**src/core/cmcsb_map.svh**
```systemverilog
`ifndef CMCSB_MAP_SVH
`define CMCSB_MAP_SVH
// register addresses on the control port
`define CMCSB_ADDR_MISC 7'h49
`define CMCSB_ADDR_TIE_CTRL 7'h4b
`define CMCSB_ADDR_P2P 7'h4c
`define CMCSB_ADDR_PEAK 7'h4d
`define CMCSB_ADDR_ANALOG_MUTE_FLAG 7'h4e
`define CMCSB_ADDR_TIE_MAN 7'h4f
// reset values
`define CMCSB_MISC_RST 9'h000
`define CMCSB_TIE_CTRL_RST 9'h000
`define CMCSB_ANALOG_MUTE_FLAG_RST 9'h000
`define CMCSB_TIE_MAN_RST 9'h000
// writable masks
`define CMCSB_MISC_MASK 9'h1ff
`define CMCSB_TIE_CTRL_MASK 9'h087
`define CMCSB_ANALOG_MUTE_FLAG_MASK 9'h040
`define CMCSB_TIE_MAN_MASK 9'h1f8
// misc_control fields
`define CMCSB_MISC_OS256 0
`define CMCSB_MISC_PLLPASS 1
`define CMCSB_MISC_SMZERO 2
`define CMCSB_MISC_NFNODLY 3
`define CMCSB_MISC_SFDIS 4
`define CMCSB_MISC_SFFLUSH 5
`define CMCSB_MISC_SFTHR_LO 6
`define CMCSB_MISC_SFTHR_HI 7
`define CMCSB_MISC_FORCE4W 8
// output_tie_off_control fields
`define CMCSB_TIE_REF6K 0
`define CMCSB_TIE_REF160K 1
`define CMCSB_TIE_REF600K 2
`define CMCSB_TIE_SPKSTAGE 7
// automute_control_status fields
`define CMCSB_AM_LIMIT 0
`define CMCSB_AM_DIGITAL_MUTE_FLAG 2
`define CMCSB_AM_ANALOG_MUTE_FLAG 3
`define CMCSB_AM_NGATE 4
`define CMCSB_AM_SPEAKER_SUPPLY_HIGH_FLAG 5
`define CMCSB_AM_SRC 6
// output_tie_off_manual fields
`define CMCSB_MAN_MONO 3
`define CMCSB_MAN_POS 4
`define CMCSB_MAN_NEG 5
`define CMCSB_MAN_BUFLO 6
`define CMCSB_MAN_BUFHI 7
`define CMCSB_MAN_EN 8
// timing and level counts
`define CMCSB_SF_EDGES_253 9'h0fd
`define CMCSB_SF_EDGES_254 9'h0fe
`define CMCSB_SF_EDGES_255 9'h0ff
`define CMCSB_NOTCH_DELAY 10'h200
`define CMCSB_LIMIT_LEVEL 24'he0_0000
`endif

```
**src/core/cmcsb_pkg.sv**
```systemverilog
package cmcsb_pkg;
  typedef struct packed {
    logic two_wire;
    logic spi_16;
    logic spi_24;
  } cmcsb_if_mode_t;
  typedef struct packed {
    logic buf_hi;
    logic buf_lo;
    logic neg_spk;
    logic pos_spk;
    logic mono;
  } cmcsb_tie_sw_t;
  typedef struct packed {
    logic ref_600k;
    logic ref_160k;
    logic ref_6k;
  } cmcsb_ref_sw_t;
  typedef enum logic [1:0] {
    CMCSB_NF_OFF,
    CMCSB_NF_WAIT,
    CMCSB_NF_USE
  } cmcsb_nf_state_t;
endpackage

```
**src/core/cmcsb_bank.sv**
```systemverilog
`timescale 1ns/100ps
`include "cmcsb_map.svh"
// Overview of operation
// - override bit forces DAC 256x oversampling
// - unlocked PLL output blocked unless pass set
// - softmute-zero bit forces limiter output zero while softmute is active
// - notch output waits 512 samples unless bypassed
// - short-frame detection active while disable bit zero
// - flush bit resets DSP on short frame
// - threshold codes select 255, 253, 254 edges
// - mode pin picks 2-wire or 16-bit SPI
// - force bit selects 24-bit 4-wire SPI
// - manual ref tie bits close ground switches
// - stage bit picks two or three stages
// - read-only peak-to-peak level readout
// - read-only rectified peak level readout
// - limiter flag set above 87.5% full scale
// - digital mute flag when DAC gain zero
// - analog mute flag while automute applied
// - noise gate flag while below threshold
// - supply high flag from 4.0V comparator
// - automute source attenuator input or serial data
// - manual override enable gates tie-off bits
// - manual mono and speaker tie switches forced closed or open
// - buffer bypass closes while buffer disabled
module cmcsb_bank (
  input wire logic core_clk_in,
  input wire logic srst_in,
  input wire logic wr_en_in,
  input wire logic [6:0] wr_addr_in,
  input wire logic [8:0] wr_data_in,
  input wire logic [6:0] rd_addr_in,
  output logic [8:0] rd_data_out,
  input wire logic mclk_in,
  input wire logic frame_sync_in,
  input wire logic if_mode_pin_in,
  input wire logic speaker_supply_high_in,
  input wire logic gen_os_256_in,
  input wire logic pll_locked_in,
  input wire logic pll_osc_in,
  input wire logic softmute_in,
  input wire logic notch_en_in,
  input wire logic sample_tick_in,
  input wire logic [8:0] peak_to_peak_value_in,
  input wire logic [8:0] peak_value_in,
  input wire logic [23:0] signal_mag_in,
  input wire logic [7:0] dac_gain_in,
  input wire logic automute_applied_in,
  input wire logic noise_gate_active_in,
  input wire logic [23:0] atten_in_data_in,
  input wire logic [23:0] serial_playback_input_in,
  input wire cmcsb_pkg::cmcsb_ref_sw_t pm_ref_sw_in,
  input wire cmcsb_pkg::cmcsb_tie_sw_t auto_tie_sw_in,
  input wire logic [1:0] buf_disabled_in,
  output logic dac_os_256_out,
  output logic pll_clk_out,
  output logic limiter_force_zero_out,
  output logic notch_use_out,
  output logic short_frame_out,
  output logic dsp_flush_out,
  output cmcsb_pkg::cmcsb_if_mode_t if_mode_out,
  output cmcsb_pkg::cmcsb_ref_sw_t ref_sw_out,
  output logic speaker_amp_stage_select_out,
  output logic [23:0] automute_data_out,
  output cmcsb_pkg::cmcsb_tie_sw_t tie_sw_out
);

  ////////////////////////////////////////////////////////////////////////
  // pin synchronisers: mclk, fs, mode pin, supply comparator
  logic [3:0] pin_meta_q;
  logic [3:0] pin_sync_q;
  logic mclk_prev_q;
  logic fs_prev_q;

  always_ff @(posedge core_clk_in) begin
    if (srst_in) begin
      pin_meta_q <= 4'h0;
      pin_sync_q <= 4'h0;
    end else begin
      pin_meta_q <= {speaker_supply_high_in, if_mode_pin_in,
                     frame_sync_in, mclk_in};
      pin_sync_q <= pin_meta_q;
    end
  end

  always_ff @(posedge core_clk_in) begin
    if (srst_in) begin
      mclk_prev_q <= 1'b0;
      fs_prev_q <= 1'b0;
    end else begin
      mclk_prev_q <= pin_sync_q[0];
      fs_prev_q <= pin_sync_q[1];
    end
  end

  logic mclk_rise;
  logic fs_rise;
  assign mclk_rise = pin_sync_q[0] & ~mclk_prev_q;
  assign fs_rise = pin_sync_q[1] & ~fs_prev_q;

  ////////////////////////////////////////////////////////////////////////
  // writable registers
  logic [8:0] misc_q;
  logic [8:0] tie_ctrl_q;
  logic [8:0] analog_mute_flag_q;
  logic [8:0] tie_man_q;

  always_ff @(posedge core_clk_in) begin
    if (srst_in) begin
      misc_q <= `CMCSB_MISC_RST;
      tie_ctrl_q <= `CMCSB_TIE_CTRL_RST;
      analog_mute_flag_q <= `CMCSB_ANALOG_MUTE_FLAG_RST;
      tie_man_q <= `CMCSB_TIE_MAN_RST;
    end else if (wr_en_in) begin
      // fixed-zero positions never store, so they read back zero
      case (wr_addr_in)
        `CMCSB_ADDR_MISC: misc_q <= wr_data_in & `CMCSB_MISC_MASK;
        `CMCSB_ADDR_TIE_CTRL: begin
          tie_ctrl_q <= wr_data_in & `CMCSB_TIE_CTRL_MASK;
        end
        `CMCSB_ADDR_ANALOG_MUTE_FLAG: analog_mute_flag_q <= wr_data_in & `CMCSB_ANALOG_MUTE_FLAG_MASK;
        `CMCSB_ADDR_TIE_MAN: begin
          tie_man_q <= wr_data_in & `CMCSB_TIE_MAN_MASK;
        end
        default: ;
      endcase
    end
  end

  ////////////////////////////////////////////////////////////////////////
  // status bits and readback
  logic limit_flag;
  logic digital_mute_flag_flag;
  logic [8:0] status_word;
  assign limit_flag = signal_mag_in > `CMCSB_LIMIT_LEVEL;
  assign digital_mute_flag_flag = dac_gain_in == 8'h00;

  always_comb begin
    status_word = analog_mute_flag_q;
    status_word[`CMCSB_AM_LIMIT] = limit_flag;
    status_word[`CMCSB_AM_DIGITAL_MUTE_FLAG] = digital_mute_flag_flag;
    status_word[`CMCSB_AM_ANALOG_MUTE_FLAG] = automute_applied_in;
    status_word[`CMCSB_AM_NGATE] = noise_gate_active_in;
    status_word[`CMCSB_AM_SPEAKER_SUPPLY_HIGH_FLAG] = pin_sync_q[3];
  end

  always_ff @(posedge core_clk_in) begin
    if (srst_in) begin
      rd_data_out <= 9'h000;
    end else begin
      case (rd_addr_in)
        `CMCSB_ADDR_MISC: rd_data_out <= misc_q;
        `CMCSB_ADDR_TIE_CTRL: rd_data_out <= tie_ctrl_q;
        `CMCSB_ADDR_P2P: rd_data_out <= peak_to_peak_value_in;
        `CMCSB_ADDR_PEAK: rd_data_out <= peak_value_in;
        `CMCSB_ADDR_ANALOG_MUTE_FLAG: rd_data_out <= status_word;
        `CMCSB_ADDR_TIE_MAN: rd_data_out <= tie_man_q;
        default: rd_data_out <= 9'h000;
      endcase
    end
  end

  ////////////////////////////////////////////////////////////////////////
  // clock and DAC controls
  always_ff @(posedge core_clk_in) begin
    if (srst_in) begin
      dac_os_256_out <= 1'b0;
      limiter_force_zero_out <= 1'b0;
      speaker_amp_stage_select_out <= 1'b0;
      automute_data_out <= 24'h00_0000;
    end else begin
      dac_os_256_out <= misc_q[`CMCSB_MISC_OS256] | gen_os_256_in;
      limiter_force_zero_out <= softmute_in &
                                misc_q[`CMCSB_MISC_SMZERO];
      speaker_amp_stage_select_out <= tie_ctrl_q[`CMCSB_TIE_SPKSTAGE];
      automute_data_out <= analog_mute_flag_q[`CMCSB_AM_SRC] ?
                           serial_playback_input_in :
                           atten_in_data_in;
    end
  end

  // gating is combinational so the oscillator passes undelayed
  assign pll_clk_out = pll_osc_in &
                       (pll_locked_in | misc_q[`CMCSB_MISC_PLLPASS]);

  ////////////////////////////////////////////////////////////////////////
  // notch filter output delay
  cmcsb_pkg::cmcsb_nf_state_t nf_state_q;
  logic [9:0] nf_cnt_q;

  always_ff @(posedge core_clk_in) begin
    if (srst_in) begin
      nf_state_q <= cmcsb_pkg::CMCSB_NF_OFF;
      nf_cnt_q <= 10'h000;
    end else if (!notch_en_in) begin
      nf_state_q <= cmcsb_pkg::CMCSB_NF_OFF;
      nf_cnt_q <= 10'h000;
    end else begin
      case (nf_state_q)
        cmcsb_pkg::CMCSB_NF_OFF: begin
          nf_cnt_q <= 10'h000;
          nf_state_q <= misc_q[`CMCSB_MISC_NFNODLY] ?
                        cmcsb_pkg::CMCSB_NF_USE :
                        cmcsb_pkg::CMCSB_NF_WAIT;
        end
        cmcsb_pkg::CMCSB_NF_WAIT: begin
          if (misc_q[`CMCSB_MISC_NFNODLY]) begin
            nf_state_q <= cmcsb_pkg::CMCSB_NF_USE;
          end else if (sample_tick_in) begin
            nf_cnt_q <= nf_cnt_q + 10'h001;
            if (nf_cnt_q == `CMCSB_NOTCH_DELAY - 10'h001) begin
              nf_state_q <= cmcsb_pkg::CMCSB_NF_USE;
            end
          end
        end
        cmcsb_pkg::CMCSB_NF_USE: nf_state_q <= cmcsb_pkg::CMCSB_NF_USE;
        default: nf_state_q <= cmcsb_pkg::CMCSB_NF_OFF;
      endcase
    end
  end

  always_ff @(posedge core_clk_in) begin
    if (srst_in) begin
      notch_use_out <= 1'b0;
    end else begin
      notch_use_out <= notch_en_in &
                       (nf_state_q == cmcsb_pkg::CMCSB_NF_USE);
    end
  end

  ////////////////////////////////////////////////////////////////////////
  // short frame detection on master clock edges
  function automatic logic [8:0] sf_limit(input logic [1:0] code);
    case (code)
      2'b01: sf_limit = `CMCSB_SF_EDGES_253;
      2'b10: sf_limit = `CMCSB_SF_EDGES_254;
      default: sf_limit = `CMCSB_SF_EDGES_255;
    endcase
  endfunction

  logic [8:0] edge_cnt_q;
  logic frame_seen_q;
  logic sf_event;
  logic [8:0] edges_so_far;

  // an mclk edge in the same cycle as fs rise still belongs to this frame;
  // held at full count so a saturated counter cannot wrap back to zero
  assign edges_so_far = (edge_cnt_q == 9'h1ff) ? 9'h1ff :
                        edge_cnt_q + {8'h00, mclk_rise};
  assign sf_event = fs_rise & frame_seen_q &
                    ~misc_q[`CMCSB_MISC_SFDIS] &
                    (edges_so_far < sf_limit(
                       misc_q[`CMCSB_MISC_SFTHR_HI:`CMCSB_MISC_SFTHR_LO]));

  always_ff @(posedge core_clk_in) begin
    if (srst_in) begin
      edge_cnt_q <= 9'h000;
      frame_seen_q <= 1'b0;
    end else if (fs_rise) begin
      edge_cnt_q <= 9'h000;
      frame_seen_q <= 1'b1;
    end else if (mclk_rise && edge_cnt_q != 9'h1ff) begin
      // saturates so long frames never wrap into short ones
      edge_cnt_q <= edge_cnt_q + 9'h001;
    end
  end

  always_ff @(posedge core_clk_in) begin
    if (srst_in) begin
      short_frame_out <= 1'b0;
      dsp_flush_out <= 1'b0;
    end else begin
      short_frame_out <= sf_event;
      dsp_flush_out <= sf_event & misc_q[`CMCSB_MISC_SFFLUSH];
    end
  end

  ////////////////////////////////////////////////////////////////////////
  // control interface selection and analog switches
  always_ff @(posedge core_clk_in) begin
    if (srst_in) begin
      if_mode_out <= 3'b100;
      ref_sw_out <= 3'b000;
      tie_sw_out <= 5'h00;
    end else begin
      if (misc_q[`CMCSB_MISC_FORCE4W]) begin
        if_mode_out <= 3'b001;
      end else begin
        if_mode_out <= pin_sync_q[2] ? 3'b010 : 3'b100;
      end
      ref_sw_out.ref_6k <= tie_ctrl_q[`CMCSB_TIE_REF6K] |
                           pm_ref_sw_in.ref_6k;
      ref_sw_out.ref_160k <= tie_ctrl_q[`CMCSB_TIE_REF160K] |
                             pm_ref_sw_in.ref_160k;
      ref_sw_out.ref_600k <= tie_ctrl_q[`CMCSB_TIE_REF600K] |
                             pm_ref_sw_in.ref_600k;
      if (tie_man_q[`CMCSB_MAN_EN]) begin
        tie_sw_out.mono <= tie_man_q[`CMCSB_MAN_MONO];
        tie_sw_out.pos_spk <= tie_man_q[`CMCSB_MAN_POS];
        tie_sw_out.neg_spk <= tie_man_q[`CMCSB_MAN_NEG];
        tie_sw_out.buf_lo <= (tie_man_q[`CMCSB_MAN_BUFLO] &
                              buf_disabled_in[0]) |
                             auto_tie_sw_in.buf_lo;
        tie_sw_out.buf_hi <= (tie_man_q[`CMCSB_MAN_BUFHI] &
                              buf_disabled_in[1]) |
                             auto_tie_sw_in.buf_hi;
      end else begin
        tie_sw_out <= auto_tie_sw_in;
      end
    end
  end
endmodule // cmcsb_bank

```
**config.mk**
```make
export PLATFORM = sky130hd
export DESIGN_NAME = cmcsb_bank
export DESIGN_NICKNAME = d
export VERILOG_FILES = /design/src/core/cmcsb_pkg.sv /design/src/core/cmcsb_bank.sv
export VERILOG_INCLUDE_DIRS = /design/src /design/src/core
export SDC_FILE = /design/constraint.sdc
export NUM_CORES = 1
export LEC_CHECK = 0
export BUFFER_PORTS_ARGS = -buffer_cell sky130_fd_sc_hd__buf_2
export CAP_MARGIN = 20
export CELL_PAD_IN_SITES_DETAIL_PLACEMENT = 1
export CELL_PAD_IN_SITES_GLOBAL_PLACEMENT = 2
export CORE_ASPECT_RATIO = 0.75
export CORE_UTILIZATION = 29
export DETAILED_ROUTE_END_ITERATION = 12
export PLACE_DENSITY = 0.91
export RECOVER_POWER = 25
export SLEW_MARGIN = 20
export SYNTH_ARGS = -nofsm -noshare
export SYNTH_HDL_FRONTEND = slang
export SYNTH_SLANG_ARGS = --single-unit
```
**constraint.sdc**
```tcl
create_clock -name core_clk_in -period 6.7 [get_ports core_clk_in]
set_input_delay 0.67 -clock core_clk_in [delete_from_list [all_inputs] [get_ports core_clk_in]]
set_output_delay 0.67 -clock core_clk_in [all_outputs]
set_load 0.01 [all_outputs]
```
==> metrics <==
flop and latch count out of synthesis=102; hold_sp=pin_sync_q[2]; commonest non-fill, non-tap cell in the layout=buf_2; GP Congestion=0.803; register area share after synthesis=0.466; Worst Max-Slew Pin Slew=1550 ps; Tmin final=3000 ps; Cell Area, Synth=4380 µm²; Die H=108 µm; initial antenna violation count=1; H-tree depth=3; total global routing track utilization=0.171; drt drc=0; CP Cell Sequence=clkbuf_1 > buf_4 > nand2b_1 > or2_1 > or4_1 > nand2_1; RSZ-0062 raised after global routing=no; placed cell area=5530 µm²; Buffers on Ports=196; DR vias=4043; Synthesized Nets=617; Worst path slowest cell=clkbuf_1; Avg Inst Size Synth=9.53 µm²; DR WL met2=6.52 mm; critical path capture point type=flip-flop; placed cells=833; vias in the first global route=4100; clock tree sinks=102; max layer used=met4; kind of critical path=in -> reg; initial core utilization=0.300; WHS Path Cells=1; fin crit share=0.448; Power Density=215 nW/µm²; Via density=4.76; r2r startpoint=edge_cnt_q[0]; max-slew violation total from the final report=39; CP bufs+invs=2; Hold Crit Class=reg -> reg; Worst Path Required=6930 ps; Ys Warns=0; global route overflow=0; post-route non-filler standard cell count=850; FF-to-FF End=dsp_flush_out; Synth async-reset ratio=0; LEAKAGE=2.65 nW; 1st-pass router iterations=4; I/O pin count=197; CTS tree=yes; synth unique cells=56; FF-to-FF setup slack=4380 ps; Fin. Hold Viols=0; cts-stage hold buffer count=0; fin nets=801; met1 wire length=5.74 mm; Root Buffer Master=clkbuf_16; CORE AREA=14600 µm²; final core utilization=0.397; most frequent cells in the layout=190 x buf_2, 102 x dfxtp_1, 88 x nor2_1; TNS Setup=0 ps; wire per inst=15.9 µm; Chip Width=144 µm; clk slew on worst S/H paths=70 ps; layout cells sized above 1=0.341; largest net degree at the start of global routing=39; area grow syn2layout=32.3%; post_cts resized=0; die area=15600 µm²; total power=1.25 mW; dominant synthesized flop cell=dfxtp_1; Post-synth EDFFs=0; Setup Viol. Count Final=0; failing checks=capacitance limit, slew limit; critical path depth=6; Routed WL=13.5 mm; Clock Skew=9.09 ps; crit path max fanout=38; Synth Instances=460; outcome=finished, violations left; Fmax=333 MHz; Startpoint Class=primary input; CP max stage delay=1100 ps; cell family with most CP delay=buffers and inverters; Num CTS Buffers=9; max_cap viols=1; DRT antenna net count=0; clk buf depth=2; VDD IR max=0.119 mV; Max-slew headroom=-0.0354; number of DRC markers in iteration 0=131; Worst EP arrival=3230 ps; wire length on met3=1.08 mm; Worst R2R Path Depth=8; post-route cell area=5800 µm²; Worst Hold End=if_mode_out[2]; Clk Latency, worst-skew pair=340 ps; setup bufs post-CTS=0; Post-DP HPWL=10.8 mm; # rows=38; global-route wire length before repair=20.2 mm
-- flip-flops by register name, indices dropped and copies added, names as in the netlist, 4 cells and up --
| name | cells |
|---|---|
| edge_cnt_q | 9 |
| tie_ctrl_q | 4 |
| pin_sync_q | 4 |
| tie_man_q | 6 |
| misc_q | 9 |
| pin_meta_q | 4 |
| automute_data_out | 24 |
| nf_cnt_q | 10 |
| rd_data_out | 9 |
| tie_sw_out | 5 |
-- worst max path at each step --
stage                              from       endpoint  slack, ps
after global placement          srst_in    nf_cnt_q[7]       3980
after global routing            srst_in    nf_cnt_q[7]       3380
after CTS                       srst_in    nf_cnt_q[5]       4310
after detailed placement        srst_in    nf_cnt_q[7]       3960
after floorplan           edge_cnt_q[0]  dsp_flush_out       4570
final                           srst_in    nf_cnt_q[5]       3700
-- logic make-up (layout without fill, tap and decap cells) --
kind of cell               count (synthesis)  in the layout  synth area share
DFF                                      102            102             0.466
adders and majority gates                 11             11            0.0314
other                                      0              1                 0
muxes                                     63             63             0.146
xor gates and xnor gates                  12             12            0.0240
and+or+nand+nor                          189            189             0.223
AOI/OAI and AO/OA                         51             51            0.0799
buffers and inverters                     32            221            0.0300
-- through the flow --
stage	worst slack [ps]	hold WS, ps
2_1_floorplan	4570	399
3_3_place_gp	3980	413
3_5_place_dp	3960	415
4_1_cts	4310	431
5_1_grt	3380	452
6_report	3700	429
-- power by group --
part	switching (mW)	total [mW]	internal [mW]
sequential	0.00537	0.627	0.621
combinational	0.0639	0.124	0.0596
clock	0.240	0.497	0.257
-- layer usage --
metal | track usage | vias up
met3 | 0.0469 | 11
li1 | - | 1981
met5 | 0 | -
met4 | 0.0532 | 0
met2 | 0.311 | 153
met1 | 0.192 | 1898
-- cell usage after synthesis (all sizes together), types with 4 or more instances --
cell type | instances | share of area
a21oi | 10 | 0.011
a31oi | 5 | 0.0071
a32oi | 4 | 0.0080
buf | 13 | 0.014
clkbuf | 12 | 0.010
dfxtp | 102 | 0.47
ha | 11 | 0.031
inv | 6 | 0.0051
mux2 | 6 | 0.015
mux2i | 57 | 0.13
nand2 | 11 | 0.0094
nand2b | 4 | 0.0074
nand3 | 15 | 0.017
nand4 | 9 | 0.013
nor2 | 88 | 0.075
nor2b | 20 | 0.029
nor3 | 7 | 0.0080
nor3b | 6 | 0.013
nor4 | 5 | 0.0071
o21ai | 10 | 0.011
xor2 | 11 | 0.022
-- layout make-up --
cell class              count  area (µm²)
repair buffers            198         988
diodes                      1        2.50
multi-input cells         326        2210
well taps                 200         250
fillers                  1797        8790
clock inverters             7        56.3
clock buffers               9         225
inverters                   7        26.3
flip-flops and latches    102        2040
Power figures use the tool's default switching activity.
